File: src/pkg/isp_consts.vh
// Register offsets, field positions, reset values and timing counts of the interrupt prioritizer
`ifndef ISP_CONSTS_VH
`define ISP_CONSTS_VH

// APB byte offsets (printed offsets are multiples of two, so indexes times four)
`define ISP_IDX_CTRL          2'h0
`define ISP_IDX_PRIO_A        2'h1
`define ISP_IDX_PRIO_B        2'h2
`define ISP_IDX_EVENT         2'h3
`define ISP_OFF_CTRL          12'h000
`define ISP_OFF_PRIO_A        12'h004
`define ISP_OFF_PRIO_B        12'h008
`define ISP_OFF_EVENT         12'h00C

// Control register fields
`define ISP_CTRL_PIN_LEVEL    15
`define ISP_CTRL_EDGE_SEL     8

// Reset values
`define ISP_PRIO_RESET        16'h0000
`define ISP_EDGE_RESET        1'b0

// Levels
`define ISP_LEVEL_NMI         5'h10
`define ISP_LEVEL_NONE        5'h00

// Event codes
`define ISP_CODE_NMI          12'h1C0
`define ISP_CODE_PIN_BASE     12'h200
`define ISP_CODE_TMR0         12'h400
`define ISP_CODE_TMR1         12'h420
`define ISP_CODE_TMR2         12'h440
`define ISP_CODE_TMR2_CAP     12'h460
`define ISP_CODE_RTC_ALARM    12'h480
`define ISP_CODE_RTC_PERIOD   12'h4A0
`define ISP_CODE_RTC_CARRY    12'h4C0
`define ISP_CODE_SER_ERR      12'h4E0
`define ISP_CODE_SER_RX       12'h500
`define ISP_CODE_SER_TX       12'h520
`define ISP_CODE_SER_END      12'h540
`define ISP_CODE_WDOG         12'h560
`define ISP_CODE_REF_MATCH    12'h580
`define ISP_CODE_REF_OVF      12'h5A0

// Edge-select blanking after a control write that changes the edge-select bit, in cycles
`define ISP_EDGE_BLANK_CYC    5'h14

`endif

File: src/core/isp_prioritizer.v
// Interrupt source prioritizer: NMI edge, encoded level pins, peripheral levels, APB registers
// Functional notes
// Levels 0..16, highest wins, zero masked
// NMI level 16, edge, blocked by block bit
// Sleep or standby accepts NMI despite block
// NMI edge chosen by edge-select bit
// Ignore NMI 20 cycles after edge change
// Never write CPU mask level
// Active-low pins, level is 15 minus value
// Pin level needs two agreeing samples
// Standby filtering uses timekeeping clock enable
// Requester holds level until accepted
// Five peripheral modules feed requests
// Per-module level 0..15 in two registers
// Distinct event code per source
// Reset clears all module levels
// Equal levels resolved by fixed ranking
// Software updates flags only while blocked
// Software rewrites priorities only while blocked
// Racing flag update may give code 0
// NMI 1C0, pins 200 step 20
// Timer codes 400..460, underflow beats capture
// Edge bit 0 falling, 1 rising, reset 0
// Field value maps directly to level
// Forward only above CPU mask level
// Accept drives notify output low; code drives it low while a request is forwarded
// Levels held, arbitration every cycle
//
// The APB interface to the registers and the placing of the registers are this design's own decisions.
`timescale 1ns/10ps
`default_nettype none
`include "isp_consts.vh"

module isp_prioritizer (
  // Clock and reset
  input  wire        I_CLOCK,
  input  wire        I_SRST,
  // APB slave
  input  wire        I_PSEL,
  input  wire        I_PENABLE,
  input  wire        I_PWRITE,
  input  wire [11:0] I_PADDR,
  input  wire [31:0] I_PWDATA,
  output reg  [31:0] O_PRDATA,
  output wire        O_PREADY,
  output wire        O_PSLVERR,
  // External pins
  input  wire        I_NONMASKABLE_PIN,
  input  wire [3:0]  I_ENCODED_LEVEL_PINS_N,
  output reg         O_REQUEST_NOTIFY_OUT_N,
  // Clock enables and power state
  input  wire        I_PERIPH_CLK_EN,
  input  wire        I_RTC_CLK_EN,
  input  wire        I_STANDBY,
  input  wire        I_SLEEP,
  // Peripheral requests
  input  wire [2:0]  I_TIMER_UNDERFLOW,
  input  wire        I_TIMER2_CAPTURE,
  input  wire [2:0]  I_RTC_REQ,
  input  wire [3:0]  I_SERIAL_REQ,
  input  wire        I_WATCHDOG_REQ,
  input  wire [1:0]  I_REFRESH_REQ,
  // CPU side
  input  wire        I_CPU_BLOCK_BIT,
  input  wire [3:0]  I_CPU_MASK_LEVEL,
  input  wire        I_CPU_ACCEPT,
  output reg         O_CPU_IRQ,
  output reg  [4:0]  O_CPU_IRQ_LEVEL,
  output reg  [11:0] O_EVENT_CODE
);

  reg  [15:0] prio_a_q;
  reg  [15:0] prio_b_q;
  reg         edge_sel_q;
  reg  [4:0]  blank_q;
  reg  [2:0]  nmi_sync_q;
  reg         nmi_level_q;
  reg         nmi_pend_q;
  reg  [3:0]  pin_s1_q;
  reg  [3:0]  pin_s2_q;
  reg  [3:0]  pin_s3_q;
  reg  [3:0]  pin_filt_q;
  reg  [3:0]  pin_prev_q;
  reg  [11:0] event_q;

  wire        wr_en;
  wire        rd_en;
  wire        sample_en;
  wire        nmi_edge;
  wire        nmi_ok;
  wire [4:0]  pin_level;
  wire        accept_hit;
  wire        edge_change;
  wire        blank_on;
  wire        low_power;
  wire [12:0] unit_tmr2;
  wire [12:0] unit_rtc;
  wire [12:0] unit_ser;
  wire [12:0] unit_ref;

  reg         sel_ctrl;
  reg         sel_prio_a;
  reg         sel_prio_b;
  reg         sel_event;

  reg  [4:0]  win_level;
  reg  [11:0] win_code;

  // Keep the stronger candidate; strict compare keeps the earlier (higher ranked) one
  function [16:0] isp_pick;
    input [16:0] cur;
    input        req;
    input [3:0]  lvl;
    input [11:0] code;
    begin
      if (req && ({1'b0, lvl} > cur[16:12])) begin
        isp_pick = {1'b0, lvl, code};
      end else begin
        isp_pick = cur;
      end
    end
  endfunction

  // Rank inside one priority unit: lowest request index wins, codes step by 20h
  function [12:0] isp_unit;
    input [3:0]  req;
    input [11:0] base;
    begin
      if (req[0]) begin
        isp_unit = {1'b1, base};
      end else if (req[1]) begin
        isp_unit = {1'b1, base + 12'h020};
      end else if (req[2]) begin
        isp_unit = {1'b1, base + 12'h040};
      end else if (req[3]) begin
        isp_unit = {1'b1, base + 12'h060};
      end else begin
        isp_unit = {1'b0, base};
      end
    end
  endfunction

  // Active-low pin pattern to level: all ones means no request
  function [4:0] isp_pin_level;
    input [3:0] pins_n;
    begin
      isp_pin_level = {1'b0, 4'hF - pins_n};
    end
  endfunction

  // Pin event code rises one step per pattern above the base
  function [11:0] isp_pin_code;
    input [3:0] pins_n;
    begin
      isp_pin_code = `ISP_CODE_PIN_BASE + {3'h0, pins_n, 5'h00};
    end
  endfunction

  // Register select, one word at a time
  always @* begin
    sel_ctrl   = 1'b0;
    sel_prio_a = 1'b0;
    sel_prio_b = 1'b0;
    sel_event  = 1'b0;
    if (I_PADDR == `ISP_OFF_CTRL) begin
      sel_ctrl = 1'b1;
    end else if (I_PADDR == `ISP_OFF_PRIO_A) begin
      sel_prio_a = 1'b1;
    end else if (I_PADDR == `ISP_OFF_PRIO_B) begin
      sel_prio_b = 1'b1;
    end else if (I_PADDR == `ISP_OFF_EVENT) begin
      sel_event = 1'b1;
    end
  end

  // Accept only counts when the CPU was really shown a request
  assign accept_hit  = I_CPU_ACCEPT & O_CPU_IRQ;
  assign edge_change = (I_PWDATA[`ISP_CTRL_EDGE_SEL] != edge_sel_q);
  assign blank_on    = (blank_q != 5'h00);
  assign low_power   = I_SLEEP | I_STANDBY;

  // Units sharing one priority field
  assign unit_tmr2 = isp_unit({2'b00, I_TIMER2_CAPTURE, I_TIMER_UNDERFLOW[2]}, `ISP_CODE_TMR2);
  assign unit_rtc  = isp_unit({1'b0, I_RTC_REQ}, `ISP_CODE_RTC_ALARM);
  assign unit_ser  = isp_unit(I_SERIAL_REQ, `ISP_CODE_SER_ERR);
  assign unit_ref  = isp_unit({2'b00, I_REFRESH_REQ}, `ISP_CODE_REF_MATCH);

  assign O_PREADY  = 1'b1;
  assign O_PSLVERR = 1'b0;
  assign wr_en = I_PSEL & I_PENABLE & I_PWRITE;
  assign rd_en = I_PSEL & ~I_PENABLE & ~I_PWRITE;

  // Register writes
  always @(posedge I_CLOCK) begin
    if (I_SRST) begin
      prio_a_q   <= `ISP_PRIO_RESET;
      prio_b_q   <= `ISP_PRIO_RESET;
      edge_sel_q <= `ISP_EDGE_RESET;
      blank_q    <= 5'h00;
    end else begin
      if (blank_on) begin
        blank_q <= blank_q - 5'h01;
      end
      if (wr_en) begin
        if (sel_ctrl) begin
          edge_sel_q <= I_PWDATA[`ISP_CTRL_EDGE_SEL];
          if (edge_change) begin
            blank_q <= `ISP_EDGE_BLANK_CYC;
          end
        end else if (sel_prio_a) begin
          prio_a_q <= I_PWDATA[15:0];
        end else if (sel_prio_b) begin
          prio_b_q <= {I_PWDATA[15:4], 4'h0};
        end
      end
    end
  end

  // Read data, registered in the setup cycle so it stands in the access phase
  always @(posedge I_CLOCK) begin
    if (I_SRST) begin
      O_PRDATA <= 32'h00000000;
    end else if (rd_en) begin
      if (sel_ctrl) begin
        O_PRDATA <= {16'h0000, nmi_level_q, 6'h00, edge_sel_q, 8'h00};
      end else if (sel_prio_a) begin
        O_PRDATA <= {16'h0000, prio_a_q};
      end else if (sel_prio_b) begin
        O_PRDATA <= {16'h0000, prio_b_q};
      end else if (sel_event) begin
        O_PRDATA <= {20'h00000, event_q};
      end else begin
        O_PRDATA <= 32'h00000000;
      end
    end
  end

  // NMI pin: three flops, change counts when second and third agree
  always @(posedge I_CLOCK) begin
    if (I_SRST) begin
      nmi_sync_q  <= 3'h0;
      nmi_level_q <= 1'b0;
    end else begin
      nmi_sync_q <= {nmi_sync_q[1:0], I_NONMASKABLE_PIN};
      if (nmi_sync_q[1] == nmi_sync_q[2]) begin
        nmi_level_q <= nmi_sync_q[2];
      end
    end
  end

  // Edge of the filtered level, chosen by edge select
  assign nmi_edge = (nmi_sync_q[1] == nmi_sync_q[2]) && (nmi_sync_q[2] != nmi_level_q) &&
                    (nmi_sync_q[2] == edge_sel_q);

  // Cleared only when the CPU takes the NMI it was shown, else a fresh NMI could be lost
  always @(posedge I_CLOCK) begin
    if (I_SRST) begin
      nmi_pend_q <= 1'b0;
    end else if (nmi_edge && !blank_on) begin
      nmi_pend_q <= 1'b1;
    end else if (accept_hit && (O_EVENT_CODE == `ISP_CODE_NMI)) begin
      nmi_pend_q <= 1'b0;
    end
  end

  // Blocked NMI stays pending until block bit clears, except in low power
  assign nmi_ok = nmi_pend_q && (!I_CPU_BLOCK_BIT || low_power);

  // Encoded pins: peripheral clock enable, or timekeeping enable in standby
  assign sample_en = I_STANDBY ? I_RTC_CLK_EN : I_PERIPH_CLK_EN;

  always @(posedge I_CLOCK) begin
    if (I_SRST) begin
      pin_s1_q   <= 4'hF;
      pin_s2_q   <= 4'hF;
      pin_s3_q   <= 4'hF;
      pin_prev_q <= 4'hF;
      pin_filt_q <= 4'hF;
    end else begin
      pin_s1_q <= I_ENCODED_LEVEL_PINS_N;
      pin_s2_q <= pin_s1_q;
      if (sample_en) begin
        pin_s3_q   <= pin_s2_q;
        pin_prev_q <= pin_s3_q;
        if (pin_s3_q == pin_prev_q) begin
          pin_filt_q <= pin_s3_q;
        end
      end
    end
  end

  assign pin_level = isp_pin_level(pin_filt_q);

  // Arbitration, re-run every cycle over held levels
  always @* begin : arb
    reg [16:0] c;
    c = {`ISP_LEVEL_NONE, 12'h000};
    c = isp_pick(c, I_TIMER_UNDERFLOW[0], prio_a_q[15:12], `ISP_CODE_TMR0);
    c = isp_pick(c, I_TIMER_UNDERFLOW[1], prio_a_q[11:8], `ISP_CODE_TMR1);
    c = isp_pick(c, unit_tmr2[12], prio_a_q[7:4], unit_tmr2[11:0]);
    c = isp_pick(c, unit_rtc[12], prio_a_q[3:0], unit_rtc[11:0]);
    c = isp_pick(c, unit_ser[12], prio_b_q[7:4], unit_ser[11:0]);
    c = isp_pick(c, I_WATCHDOG_REQ, prio_b_q[15:12], `ISP_CODE_WDOG);
    c = isp_pick(c, unit_ref[12], prio_b_q[11:8], unit_ref[11:0]);
    // Pins go after modules; a tie goes to the pins since they rank higher
    if ((pin_level != `ISP_LEVEL_NONE) && (pin_level >= c[16:12])) begin
      c = {pin_level, isp_pin_code(pin_filt_q)};
    end
    if (nmi_ok) begin
      c = {`ISP_LEVEL_NMI, `ISP_CODE_NMI};
    end
    win_level = c[16:12];
    win_code  = c[11:0];
  end

  // Outputs to CPU; mask level is only read, never driven
  always @(posedge I_CLOCK) begin
    if (I_SRST) begin
      O_CPU_IRQ              <= 1'b0;
      O_CPU_IRQ_LEVEL        <= 5'h00;
      O_EVENT_CODE           <= 12'h000;
      O_REQUEST_NOTIFY_OUT_N <= 1'b1;
      event_q                <= 12'h000;
    end else begin
      O_CPU_IRQ              <= (win_level > {1'b0, I_CPU_MASK_LEVEL});
      O_CPU_IRQ_LEVEL        <= win_level;
      O_EVENT_CODE           <= win_code;
      O_REQUEST_NOTIFY_OUT_N <= ~(win_level > {1'b0, I_CPU_MASK_LEVEL});
      if (I_CPU_ACCEPT) begin
        // Code may read 0 if the request vanished under a racing flag update
        event_q <= O_CPU_IRQ ? O_EVENT_CODE : 12'h000;
      end
    end
  end

endmodule
`default_nettype wire

File: config.mk
export PLATFORM = sky130hd
export DESIGN_NAME = isp_prioritizer
export DESIGN_NICKNAME = d
export VERILOG_FILES = /design/src/core/isp_prioritizer.v
export VERILOG_INCLUDE_DIRS = /design/src /design/src/pkg
export SDC_FILE = /design/constraint.sdc
export NUM_CORES = 1
export LEC_CHECK = 0
export BUFFER_PORTS_ARGS = -buffer_cell sky130_fd_sc_hd__buf_2
export CAP_MARGIN = 20
export CORE_MARGIN = 3
export CORE_UTILIZATION = 55
export DETAILED_ROUTE_END_ITERATION = 16
export HOLD_SLACK_MARGIN = 0.06
export PLACE_DENSITY = 0.88
export SYNTH_ARGS = -nofsm -noshare
export SYNTH_HDL_FRONTEND = slang
export SYNTH_SLANG_ARGS = --single-unit
File: constraint.sdc
create_clock -name I_CLOCK -period 25.1 [get_ports I_CLOCK]
set_input_delay 5.02 -clock I_CLOCK [delete_from_list [all_inputs] [get_ports I_CLOCK]]
set_output_delay 5.02 -clock I_CLOCK [all_outputs]
set_load 0.02 [all_outputs]
# Yosys cells after proc, flatten, opt, wreduce, memory -nomap -nowiden
# Cells that the tools add are included.
# Widths: inputs -> output; s select.
op_classes:
  add_sub_neg: 3
  magnitude_cmp: 9
  n_eq_ne: 9
  mux: 42
  n_bitwise: 11
  n_reduce_logical: 25
op_table:
  columns: ["operator", "n"]
  rows:
  - ["$mux 13", 11]
  - ["$mux 17", 8]
  - ["$mux 16", 4]
  - ["$gt 4x5->1", 6]
  - ["$eq 12x4->1 const B", 2]
  - ["$mux 12", 2]
  - ["$mux 5", 4]
  - ["$logic_and 1x1->1", 13]
  - ["$mux 1", 13]
  - ["$eq 12x3->1 const B", 1]
  - ["$eq 12x9->1 const B", 1]
  - ["$logic_not 12->1", 1]
  - ["$add 10x9->11 const A", 1]
  - ["$reduce_bool 5->1", 2]
  - ["$and 1x1->1", 5]
  - ["$ge 4x5->1", 1]
  - ["$gt 5x4->1", 1]
  - ["$not 1->1", 5]
  - ["$sub 5x1->5 const B", 1]
  - ["$eq 4x4->1", 1]
  - ["$gt 4x1->1 const B", 1]
  - ["$reduce_and 2->1", 2]
  - ["$reduce_and 4->1", 1]
  - ["$sub 4x4->4 const A", 1]
  - ["8 further kinds", 11]
totals:
  reg_bits: 122
  inputBits: 78
  out_inout_bits: 53
  elab_cells: 118

# Longest topological paths before layout
# Gate-level depths: netlist (run 1).
logic_depth:
  word_depth: 27
  depth_mapped: 67
  mapped_depth_nobuf: 65

# Worst setup path after synthesis (run 1)
# No wires, ideal clock.
synth_path:
  path_kind: "input -> register"
  startpoint: "input I_TIMER_UNDERFLOW[0]"
  endpoint: "register O_CPU_IRQ"
  setup_ns: 0.142
  arrival_ns: 16.138
  t_required_ns: 24.958
  setup_slack_ns: 8.820
  cell_stages: 62
  path_buffers: 3
  cell_sequence: "nand2_1 -> ha_1 -> and4b_1 -> a211oi_1 -> nor2_1 -> inv_1 -> o21ai_0 -> ha_1 -> nor2b_1 -> nor3b_1 -> a31oi_1 -> a32o_1 -> o311ai_2 -> nor3_1 -> mux2_2 -> inv_1 -> ha_1 -> and3_2 -> (+26 left out) -> o221ai_1 -> ha_1 -> nand2b_1 -> a21o_1 -> a21o_1 -> a21oi_1 -> a41o_1 -> and2_1 -> clkbuf_1 -> nand2_1 -> o311ai_1 -> ha_1 -> nor2b_1 -> o21ai_0 -> nand2b_1 -> a21oi_1 -> a41o_1 -> a21oi_1"
synth_between:
  elab_chain_cells: 25
synth_rtl:
  columns: ["element", "line_no", "text"]
  rows:
  - ["start: declaration", "isp_prioritizer.v:57", "input wire [2:0] I_TIMER_UNDERFLOW,"]
  - ["$logic_and 1x1->1 *", "isp_prioritizer.v:116", "if (req && ({1'b0, lvl} > cur[16:12])) begin"]
  - ["$mux 16 *", "isp_prioritizer.v:116", null]
  - ["$gt 4x5->1", "isp_prioritizer.v:116", null]
  - ["$logic_and 1x1->1", "isp_prioritizer.v:116", null]
  - ["$mux 17 *", "isp_prioritizer.v:116", null]
  - ["$gt 4x5->1", "isp_prioritizer.v:116", null]
  - ["$logic_and 1x1->1", "isp_prioritizer.v:116", null]
  - ["$mux 17 *", "isp_prioritizer.v:116", null]
  - ["(+10 left out)", null, null]
  - ["$logic_and 1x1->1", "isp_prioritizer.v:116", null]
  - ["$mux 17 *", "isp_prioritizer.v:116", null]
  - ["$ge 4x5->1", "isp_prioritizer.v:306", "if ((pin_level != `ISP_LEVEL_NONE) && (pin_level >= c[16:12])) begin"]
  - ["$logic_and 1x1->1", "isp_prioritizer.v:306", null]
  - ["$mux 17 *", "isp_prioritizer.v:306", null]
  - ["$mux 17 *", "isp_prioritizer.v:309", "if (nmi_ok) begin"]
  - ["named net arb.c[13]", "isp_prioritizer.v:296", "reg [16:0] c;"]
  - ["$gt 5x4->1 *", "isp_prioritizer.v:325", "O_CPU_IRQ <= (win_level > {1'b0, I_CPU_MASK_LEVEL});"]
  - ["end signal: assignment", "isp_prioritizer.v:325", null]
  - ["end: declaration", "isp_prioritizer.v:67", "output reg O_CPU_IRQ,"]
# Mark *: on every way through the listed nets, which the timed path passes. The rest lies on a longest branch.
# A chain may end at the register's enable or synchronous reset.

# Worst setup path in the final report (run 1)
# Same ends and word-level chain as after synthesis.

==> results of run 1 <==
-- power groups by stage --
stage / combinational, mW / clock (mW) / sequential, mW
4_1_cts: 0.0594 / 0.0994 / 0.162
3_3_place_gp: 0.0571 / 0 / 0.166
3_5_place_dp: 0.0590 / 0 / 0.166
2_1_floorplan: 0.0439 / 0 / 0.167
5_1_grt: 0.0678 / 0.106 / 0.164
6_report: 0.0596 / 0.0970 / 0.163
-- placed cells by master (no fill, tap or decap), types with 10 or more instances in the layout --
cell / netlist / layout
sky130_fd_sc_hd__nand2_1: 86 / 86
sky130_fd_sc_hd__buf_2: 1 / 90
sky130_fd_sc_hd__a21oi_1: 63 / 63
sky130_fd_sc_hd__o21ai_0: 22 / 22
sky130_fd_sc_hd__and3_1: 10 / 10
sky130_fd_sc_hd__nand3_1: 22 / 22
sky130_fd_sc_hd__o211ai_1: 11 / 11
sky130_fd_sc_hd__inv_1: 33 / 33
sky130_fd_sc_hd__nand2b_1: 10 / 10
sky130_fd_sc_hd__ha_1: 25 / 25
sky130_fd_sc_hd__conb_1: 2 / 24
sky130_fd_sc_hd__nor2b_1: 13 / 13
sky130_fd_sc_hd__or2_2: 12 / 12
sky130_fd_sc_hd__a22oi_1: 10 / 10
sky130_fd_sc_hd__mux2i_1: 28 / 28
sky130_fd_sc_hd__nor3_1: 22 / 21
sky130_fd_sc_hd__xnor2_1: 14 / 14
sky130_fd_sc_hd__dfxtp_1: 94 / 94
sky130_fd_sc_hd__nor2_1: 62 / 62
-- logic make-up (layout without fill, tap and decap cells) --
| group | after synthesis | after routing | share of synthesized area |
|---|---|---|---|
| xor+xnor | 15 | 15 | 0.0226 |
| mux | 36 | 36 | 0.0669 |
| simple gates | 278 | 278 | 0.239 |
| other cells | 2 | 24 | 0.00129 |
| flops | 94 | 94 | 0.324 |
| compound gates | 171 | 171 | 0.205 |
| buf+inv | 95 | 141 | 0.0876 |
| fa+ha+maj | 25 | 25 | 0.0538 |
-- metrics by stage --
| step | hold WS (ns) | util | instance area (sq um) | std cells |
|---|---|---|---|---|
| finish | 0.411 | 0.633 | 6350 | 917 |
| global route | 0.414 | 0.633 | 6350 | 917 |
| CTS | 0.411 | 0.633 | 6350 | 917 |
| detailed placement | 0.394 | 0.614 | 6170 | 903 |
| global placement | 0.392 | 0.614 | 6170 | 903 |
| floorplan | 0.389 | - | 5900 | 738 |
-- registers in the layout, summed over array words and instances (netlist names), 5 cells and up --
signal and count:
prio_a_q 16, O_EVENT_CODE 6, blank_q 5, O_PRDATA 16, event_q 6, prio_b_q 12
O_CPU_IRQ_LEVEL 5
-- area by class of cell --
cell class              instances  share of cell area
multi-input cells             549               0.554
flip-flops and latches         94               0.296
repair buffers                 94              0.0756
well taps                     133              0.0262
clock buffers                   9              0.0195
inverters                      33              0.0195
clock inverters                 5             0.00945
-- routing by layer --
metal,vias up,track usage
met4,0,0.107
met1,2472,0.311
li1,2613,-
met3,38,0.0521
met5,-,0
met2,202,0.412
-- synth_stat cells (4+ instances only) --
cell	number
sky130_fd_sc_hd__a22oi_1	10
sky130_fd_sc_hd__xnor2_1	14
sky130_fd_sc_hd__a211oi_1	6
sky130_fd_sc_hd__nand2_1	86
sky130_fd_sc_hd__o21ai_0	22
sky130_fd_sc_hd__nor2b_1	13
sky130_fd_sc_hd__ha_1	25
sky130_fd_sc_hd__mux2i_1	28
sky130_fd_sc_hd__nand3_1	22
sky130_fd_sc_hd__nor2_1	62
sky130_fd_sc_hd__clkbuf_1	26
sky130_fd_sc_hd__inv_1	33
sky130_fd_sc_hd__dfxtp_1	94
sky130_fd_sc_hd__a211o_1	6
sky130_fd_sc_hd__and2_1	7
sky130_fd_sc_hd__nor3b_1	5
sky130_fd_sc_hd__a21oi_1	63
sky130_fd_sc_hd__buf_4	27
sky130_fd_sc_hd__a21o_1	5
sky130_fd_sc_hd__a31oi_1	4
sky130_fd_sc_hd__or2_2	12
sky130_fd_sc_hd__nor3_1	22
sky130_fd_sc_hd__o211ai_1	11
sky130_fd_sc_hd__and3_1	10
sky130_fd_sc_hd__nand4_1	4
sky130_fd_sc_hd__mux2_2	5
sky130_fd_sc_hd__nand2b_1	10
-- worst paths after layout --
path                                            from     endpoint  slack (ns)  cells past startpoint
worst max register to register          prio_a_q[15]    O_CPU_IRQ       10.93                     58
worst min register to register           pin_s1_q[2]  pin_s2_q[2]        0.41                      1
worst max-delay path            I_TIMER_UNDERFLOW[0]    O_CPU_IRQ        6.54                     58
worst min-delay path                     pin_s1_q[2]  pin_s2_q[2]        0.41                      1
-- worst max-delay path: cells and delay by family --
family / cells / cell delay [ns]
adder cells (fa/ha/maj): 8 / 2.22
buffers and inverters: 4 / 0.45
AO/OA/AOI/OAI: 26 / 6.52
AND/OR/NAND/NOR: 18 / 3.70
multiplexers: 2 / 0.89
==> reports/qor.log, run 1 <==
[global_routing] global-route wire length before repair 23200 um
[drt] Post-DRT Antenna Nets 0
[placed_design] Placer Congestion 0.962
[placed_design] post-DP HPWL 10800 um
[timing] final critical delay including setup and external delays 18.56 ns
[drt] DRT Pass-1 Iters 5
[synthesis] Most used DFF post-synth sky130_fd_sc_hd__dfxtp_1
[global_routing] initial antenna violation count 0
[power] leakage component of the power 2.61 nW
[global_routing] total routing usage reported by global routing 0.248
[setup_path] critical path type in -> reg
[timing] headroom to the max-slew limit 0.365
[synthesis] share of Yosys cell area claimed by the top area cell type 0.324
[synthesis] count of flip-flops with a built-in enable after synthesis 0
[placed_design] number of buffers added on ports 90
[timing] # setup viols final 0
[drt] overall routed net length 14400 um
[placed_design] pre-CTS setup slack 6.49 ns
[finish] number of fill cells in the layout 874
[synthesis] largest cells by area after synthesis sky130_fd_sc_hd__dfxtp_1 32%, sky130_fd_sc_hd__nand2_1 5.6%, sky130_fd_sc_hd__a21oi_1 5.4%
[drt] top layer reached by signal wires met4
[clocking] clock insertion delay at the later pin of the skew report 0.37 ns
[finish] fraction of layout instances using a drive strength above 1 0.199
[drt] total number of vias 5325
[power] fraction of power consumed by sequential logic 0.510
[setup_path] maximum fanout along the worst path 16
[timing] RSZ-0062 raised after global routing no
[setup_path] Critical Path Sink Type flop
[drt] DRC viols 0
[timing] max-slew violation total from the final report 0
[timing] Worst Max-Slew Pin Slew 0.951 ns
[synthesis] number of warnings reported in the yosys synthesis log 0
[setup_path] slowest cell delay on critical path 0.76 ns
[finish] Area Growth Syn to Fin 9.27%
[power] internal cell power 0.225 mW
[clocking] number of clock sinks 94
[synthesis] Seq cells post-synth 94
[setup_path] crit-path most repeated cell sky130_fd_sc_hd__ha_1
[synthesis] cell area after synthesis 5810 sq um
[timing] Max Freq 53.9 MHz
[setup_path] arrival time of data at the critical path endpoint 18.77 ns
[power] VDD IR max 0.0561 mV
[die] DIE AREA 11800 sq um
[die] Starting Density 0.579
[die] die outline height 109 um
[drt] routed wire length on met3 1080 um
[power] sum of internal, switching and leakage power 0.319 mW
[die] Die X 109 um
[synthesis] distinct cell type count after synthesis 83
[global_routing] leftover overflow at the end of global routing 0
[clocking] Gates resized, CTS repair 0
[clocking] maximum clock path buffer count 2
[clocking] total clock buffers created by CTS 9
[clocking] hold-fix buffer count after cts 0
[clocking] Post CTS Setup Buffer Count 0
[clocking] clock transition at the register clock pins on the worst setup and hold paths after CTS 0.09 ns
[die] core area 10000 sq um
[power] Power Dens Cells 50.2 nW/um^2
[power] clock share of power 0.304
[die] floorplan row count 36
[finish] antenna cells 0
[global_routing] vias in the first global route 4926
[setup_path] worst endpoint required time 25.31 ns
[drt] count of routing violations after the opening detailed-route iteration 554
[power] power dissipated by switching net loads 0.0943 mW
[synthesis] synthesized area per cell 8.12 sq um
[synthesis] async set-or-reset flop fraction in the synthesized netlist 0
[synthesis] register area share after synthesis 0.324
[timing] total negative setup slack 0 ns
[timing] post-route worst setup slack 6.54 ns
[run_status] result of the run complete, no violations
[setup_path] startpoint types input port
[clocking] TritonCTS clock tree built
[timing] Max Clock Skew 0.00945 ns
[drt] average wire per standard cell 15.7 um
[drt] WL met2 6830 um
[drt] via density per instance 5.81
[power] proportion of power drawn by combinational gates 0.187
[drt] Post-Route M1 WL 6060 um
[finish] combined flip-flop and latch cell area 1880 sq um
[synthesis] Synth Instances 716
[worst_hold_path] class of the most critical hold timing path reg -> reg
[finish] Total Nets Final 884
[die] count of boundary I/O pins 131
[synthesis] biggest area consumer among synthesized cells sky130_fd_sc_hd__dfxtp_1
[clocking] number of levels in the clock H-tree 3
[run] number of maximum-capacitance violations 0
[global_routing] maximum number of pins on one net before global-route repair 80
[timing] share of the clock period used by the worst path after layout 0.739
[setup_path] CP max-delay cell sky130_fd_sc_hd__o21bai_1
[finish] footprint of the multi-input gates 3520 sq um
[timing] final hold violations 0
[power] sw frac 0.295
[clocking] root buffer selected by CTS sky130_fd_sc_hd__clkbuf_8
Power figures use the tool's default switching activity.
==> inputs of run 2 (changes only) <==
- clock period: 25.1 -> 17.8 ns (I/O delays scaled with it)
==> run 2 against run 1 <==
Critical path depth is 6 higher. Non-clock buffer count rose by 4. Global-route usage up 0.62 points. Via count rose by 2.8%. Final cell count grew 0.55%. Design area rose by 0.65%. Clock power grew 48%. Die area did not move. Total power up 43%. Clock skew up 0.0032 ns. Largest cell class unchanged. Largest power group unchanged.
==> reports/qor.log, run 2 (synthesis results as in run 1) <==
[run_status] result of the run complete, no violations
[clocking] clock insertion delay at the later pin of the skew report 0.38 ns [about the same]
[global_routing] initial antenna violation count 0 [unchanged]
[setup_path] CP max-delay cell sky130_fd_sc_hd__or4b_1
[setup_path] arrival time of data at the critical path endpoint 16.52 ns [-2.25 ns]
[placed_design] cell area after placement 6200 sq um [+0.49%]
[finish] combined flip-flop and latch cell area 1880 sq um [unchanged]
[timing] total negative setup slack 0 ns [unchanged]
[die] core area 10000 sq um [unchanged]
[die] Die X 109 um [unchanged]
[run] number of maximum-capacitance violations 0 [unchanged]
[global_routing] total routing usage reported by global routing 0.254 [+0.00619]
[drt] Post-DRT Antenna Nets 0 [unchanged]
[finish] Regs by FF count O_PRDATA: 16 flops, prio_a_q: 16 flops, prio_b_q: 12 flops
[drt] DRC viols 0 [unchanged]
[timing] Max Clock Skew 0.0127 ns [+0.00322 ns]
[timing] share of the clock period used by the worst path after layout 0.911
[setup_path] slowest cell delay on critical path 0.53 ns [-0.23 ns]
[placed_design] post-DP HPWL 10900 um [+0.36%]
[drt] DRT Pass-1 Iters 7 [+2]
[finish] most common cell after layout, fill and taps aside sky130_fd_sc_hd__dfxtp_1
[clocking] TritonCTS clock tree built
[setup_path] origin of the critical flop-to-flop path prio_a_q[15]
[finish] antenna cells 0 [unchanged]
[setup_path] crit-path most repeated cell sky130_fd_sc_hd__ha_1
[die] DIE AREA 11800 sq um [unchanged]
[finish] footprint of the multi-input gates 3520 sq um [unchanged]
[placed_design] Placer Congestion 0.962 [about the same]
[power] Power Dens Cells 71.5 nW/um^2 [+42%]
[global_routing] global-route wire length before repair 23900 um [+2.7%]
[finish] post-layout instance count excluding filler cells 922 [+0.55%]
[clocking] root buffer selected by CTS sky130_fd_sc_hd__clkbuf_8
[global_routing] maximum number of pins on one net before global-route repair 80 [unchanged]
[drt] overall routed net length 14600 um [+1.3%]
[die] die outline height 109 um [unchanged]
[setup_path] worst endpoint required time 18.11 ns [-7.20 ns]
[global_routing] leftover overflow at the end of global routing 0 [unchanged]
[clocking] number of levels in the clock H-tree 3 [unchanged]
[clocking] clock transition at the register clock pins on the worst setup and hold paths after CTS 0.08 ns [about the same]
[placed_design] number of buffers added on ports 90 [unchanged]
[timing] RSZ-0062 raised after global routing no
[finish] final standard cell area without fillers 6390 sq um [+0.65%]
[die] Starting Density 0.579 [unchanged]
[timing] Max Freq 61.7 MHz
[clocking] total clock buffers created by CTS 9 [unchanged]
[timing] final hold violations 0 [unchanged]
[setup_path] setup slack of the worst register-to-register path 4.51 ns [-6.42 ns]
[placed_design] Placed Cells 907 [+0.44%]
[power] VDD IR max 0.0744 mV [+33%]
[clocking] Post CTS Setup Buffer Count 0 [unchanged]
[clocking] number of clock sinks 94 [unchanged]
[drt] average wire per standard cell 15.8 um [+0.76%]
[finish] Area Growth Syn to Fin 9.98%
[clocking] hold-fix buffer count after cts 0 [unchanged]
[worst_hold_path] class of the most critical hold timing path reg -> reg
[die] floorplan row count 36 [unchanged]
[timing] headroom to the max-slew limit 0.472 [+0.107]
[timing] final critical delay including setup and external delays 16.21 ns
[setup_path] maximum fanout along the worst path 16 [unchanged]
[timing] max-slew violation total from the final report 0 [unchanged]
[drt] count of routing violations after the opening detailed-route iteration 577 [+4.2%]
[clocking] Gates resized, CTS repair 0 [unchanged]
[drt] via density per instance 5.94 [+2.3%]
[setup_path] critical path type in -> reg
[finish] number of fill cells in the layout 879 [+0.57%]
[die] count of boundary I/O pins 131 [unchanged]
[setup_path] startpoint of the worst setup timing path I_TIMER_UNDERFLOW[0]
[worst_hold_path] Hold Crit Start pin_s1_q[1]
[power] leakage component of the power 2.64 nW [+1.2%]
[finish] fraction of layout instances using a drive strength above 1 0.204 [+0.00508]
[timing] # setup viols final 0 [unchanged]
[setup_path] startpoint types input port
[finish] most frequent cells in the layout 94 x sky130_fd_sc_hd__dfxtp_1, 90 x sky130_fd_sc_hd__buf_2, 86 x sky130_fd_sc_hd__nand2_1
[global_routing] vias in the first global route 5074 [+3.0%]
[setup_path] Critical Path Sink Type flop
[timing] Worst Max-Slew Pin Slew 0.791 ns [-0.160 ns]
[clocking] maximum clock path buffer count 2 [unchanged]
[drt] total number of vias 5476 [+2.8%]
[finish] Total Nets Final 888 [+0.45%]
[run 2: cell type report]
type,count,area share
Timing Repair Buffer,98,0.0798
Clock buffer,10,0.0215
Sequential cell,94,0.294
Multi-Input combinational cell,549,0.550
Tap cell,133,0.0260
Clock inverter,5,0.00900
Inverter,33,0.0194
[run 2: report_power, final]
group / total [mW] / leakage, nW / internal [mW] / switching, mW
clock network: 0.144 / 0.103 / 0.0683 / 0.0760
logic: 0.0841 / 1.77 / 0.0335 / 0.0506
registers: 0.229 / 0.763 / 0.221 / 0.00816
[run 2: layer usage]
metal | part of all wire | global-route usage | wire length [um]
met4 | 0.036 | 0.111 | 525
met2 | 0.47 | 0.411 | 6910
met3 | 0.090 | 0.0675 | 1320
met1 | 0.40 | 0.319 | 5860
met5 | 0 | 0 | 0
[run 2: critical path: cells and delay by family]
family	cells	cell delay, ns
buf+inv	8	1.08
mux	1	0.37
fa+ha+maj	8	2.41
compound gates	28	5.75
simple gates	19	3.32
[run 2: final timing paths]
path | endpoint | cells past startpoint
worst max-delay path | O_REQUEST_NOTIFY_OUT_N | 64
worst min register to register | pin_s2_q[1] | 1
worst min-delay path | pin_s2_q[1] | 1
worst max register to register | O_REQUEST_NOTIFY_OUT_N | 63
[run 2: stage by stage]
stage	power [mW]	worst slack [ns]	utilization	hold WS, ns
3_5_place_dp	0.317	1.44	0.617	0.404
6_report	0.457	1.59	0.637	0.421
3_3_place_gp	0.315	1.60	0.617	0.393
4_1_cts	0.459	1.79	0.637	0.424
2_1_floorplan	0.297	2.98	-	0.389
5_1_grt	0.482	0.607	0.637	0.435
==> inputs of run 3 (changes only) <==
- REMOVE_ABC_BUFFERS: not set -> 1
- clock period: 17.8 -> 15.8 ns (I/O delays scaled with it)
==> run 3 against run 2 <==
Sequential share of layout area down 0.20 points. Via count down 0.60%. Design area up 0.68%. Sequential power grew 13%. Largest power group unchanged. Highest routed layer unchanged.
==> reports/qor.log, run 3 (synthesis results as in run 1) <==
[setup_path] slowest cell delay on critical path 0.51 ns [-0.02 ns]
[finish] most common cell after layout, fill and taps aside sky130_fd_sc_hd__dfxtp_1
[finish] Total Nets Final 888 [unchanged]
[timing] Max Freq 67.0 MHz
[drt] Post-DRT Antenna Nets 0 [unchanged]
[die] DIE AREA 11800 sq um [unchanged]
[global_routing] maximum number of pins on one net before global-route repair 79 [-1.3%]
[power] fraction of power consumed by sequential logic 0.492 [-0.009]
[drt] average wire per standard cell 15.6 um [-1.3%]
[worst_hold_path] Hold Crit Start pin_s1_q[0]
[clocking] number of clock sinks 94 [unchanged]
[timing] RSZ-0062 raised after global routing no
[finish] fraction of layout instances using a drive strength above 1 0.210 [+0.00607]
[clocking] number of levels in the clock H-tree 3 [unchanged]
[clocking] root buffer selected by CTS sky130_fd_sc_hd__clkbuf_8
[drt] Post-Route M1 WL 6120 um [+4.5%]
[run_status] result of the run complete, no violations
[finish] fin util 0.641 [+0.00436]
[finish] antenna cells 0 [unchanged]
[clocking] total clock buffers created by CTS 9 [unchanged]
[die] count of boundary I/O pins 131 [unchanged]
[setup_path] startpoint of the worst setup timing path I_TIMER_UNDERFLOW[0]
[clocking] hold-fix buffer count after cts 0 [unchanged]
[clocking] clock transition at the register clock pins on the worst setup and hold paths after CTS 0.10 ns [+0.02 ns]
[placed_design] post-DP HPWL 10800 um [-1.0%]
[drt] DRT Pass-1 Iters 6 [-1]
[placed_design] Placer Congestion 0.930 [-3.3%]
[die] core area 10000 sq um [unchanged]
[power] proportion of power drawn by combinational gates 0.184 [about the same]
[setup_path] crit-path most repeated cell sky130_fd_sc_hd__ha_1
[drt] WL met2 6680 um [-3.3%]
[timing] final hold violations 0 [unchanged]
[power] VDD IR max 0.0463 mV [-38%]
[finish] number of fill cells in the layout 857 [-2.5%]
[clocking] TritonCTS clock tree built
[die] floorplan row count 36 [unchanged]
[power] leakage component of the power 2.65 nW [+0.39%]
[finish] Area Growth Syn to Fin 10.7%
[power] sw frac 0.306 [+0.0115]
[global_routing] leftover overflow at the end of global routing 0 [unchanged]
[power] power dissipated by switching net loads 0.161 mW [+19%]
[die] Die X 109 um [unchanged]
[clocking] maximum clock path buffer count 2 [unchanged]
[setup_path] critical path buffer and inverter count 5 [-3]
[timing] Max Clock Skew 0.00793 ns [-0.00473 ns]
[global_routing] global-route wire length before repair 23100 um [-3.4%]
[worst_hold_path] hold path depth 1 [unchanged]
[clocking] Post CTS Setup Buffer Count 0 [unchanged]
[timing] total negative setup slack 0 ns [unchanged]
[setup_path] critical path type in -> reg
[timing] Worst Max-Slew Pin Slew 0.876 ns [+0.0856 ns]
[setup_path] origin of the critical flop-to-flop path prio_a_q[15]
[clocking] Gates resized, CTS repair 0 [unchanged]
[run] number of maximum-capacitance violations 0 [unchanged]
[timing] headroom to the max-slew limit 0.415 [-0.0572]
[die] Starting Density 0.579 [unchanged]
[placed_design] number of buffers added on ports 90 [unchanged]
[global_routing] vias in the first global route 4858 [-4.3%]
[drt] routed wire length on met3 1270 um [-3.5%]
[power] Power Dens Cells 81.5 nW/um^2 [+14%]
[power] internal cell power 0.364 mW [+13%]
[drt] total number of vias 5443 [-0.60%]
[drt] overall routed net length 14400 um [-1.2%]
[drt] count of routing violations after the opening detailed-route iteration 415 [-28%]
[setup_path] Critical Path Sink Type flop
[timing] max-slew violation total from the final report 0 [unchanged]
[die] die outline height 109 um [unchanged]
[setup_path] arrival time of data at the critical path endpoint 15.15 ns [-1.37 ns]
[power] clock share of power 0.325 [+0.010]
[setup_path] number of cells traversed by the worst register-to-register path 59 [-6.3%]
[finish] most frequent cells in the layout 94 x sky130_fd_sc_hd__dfxtp_1, 90 x sky130_fd_sc_hd__buf_2, 86 x sky130_fd_sc_hd__nand2_1
[worst_hold_path] class of the most critical hold timing path reg -> reg
[clocking] clock insertion delay at the later pin of the skew report 0.37 ns [about the same]
[drt] via density per instance 5.90 [-0.71%]
[timing] # setup viols final 0 [unchanged]
[setup_path] setup slack of the worst register-to-register path 3.37 ns [-1.14 ns]
[timing] share of the clock period used by the worst path after layout 0.945
[setup_path] Top delay family on crit path compound AO/OA/AOI/OAI gates
[drt] DRC viols 0 [unchanged]
[timing] final critical delay including setup and external delays 14.94 ns
[drt] top layer reached by signal wires met4
[global_routing] initial antenna violation count 0 [unchanged]
[setup_path] CP max-delay cell sky130_fd_sc_hd__or4b_1
[global_routing] total routing usage reported by global routing 0.242 [-0.0127]
[setup_path] maximum fanout along the worst path 16 [unchanged]
[setup_path] reg-to-reg endpoint O_CPU_IRQ
[worst_hold_path] Hold Path Sink pin_s2_q[0]
[finish] Regs by FF count O_PRDATA: 16 flops, prio_a_q: 16 flops, prio_b_q: 12 flops
[setup_path] startpoint types input port
[setup_path] worst endpoint required time 16.02 ns [-2.09 ns]
-- run 3: power groups by stage --
stage | clock network, mW | registers (mW) | logic (mW)
floorplan | 0 | 0.265 | 0.0603
CTS | 0.172 | 0.258 | 0.0955
global placement | 0 | 0.263 | 0.0920
global route | 0.182 | 0.260 | 0.108
detailed placement | 0 | 0.263 | 0.0949
finish | 0.170 | 0.258 | 0.0963
-- run 3: cell type report --
type                            count  area (sq um)  share of cell area
Timing Repair Buffer               98           510              0.0793
Tap cell                          133           166              0.0258
Sequential cell                    94          1880               0.292
Multi-Input combinational cell    549          3540               0.550
Clock inverter                      7          91.3              0.0142
Clock buffer                        9           124              0.0192
Inverter                           33           124              0.0192
-- run 3: metrics by stage --
step / cells / hold WS [ns] / total power [mW] / setup slack [ns] / cell area, sq um
global route: 923 / 0.425 / 0.549 / 0.0578 / 6440
CTS: 923 / 0.417 / 0.525 / 0.467 / 6410
finish: 923 / 0.417 / 0.524 / 0.865 / 6440
global placement: 907 / 0.392 / 0.355 / 0.308 / 6200
detailed placement: 907 / 0.393 / 0.358 / 0.118 / 6200
floorplan: 676 / 0.389 / 0.326 / 1.25 / 5510
-- run 3: metal layers --
metal	track usage	vias up
met5	0	-
met4	0.0875	0
met3	0.0397	37
met2	0.391	273
met1	0.326	2504
li1	-	2629
-- run 3: worst max-delay path by stage --
stage / endpoint / depth (start not counted) / slack (ns)
after floorplan: O_CPU_IRQ / 60 / 1.25
after global placement: O_CPU_IRQ / 61 / 0.31
after detailed placement: O_CPU_IRQ / 61 / 0.12
after CTS: O_CPU_IRQ / 61 / 0.47
after global routing: O_CPU_IRQ / 61 / 0.06
final: O_CPU_IRQ / 60 / 0.86
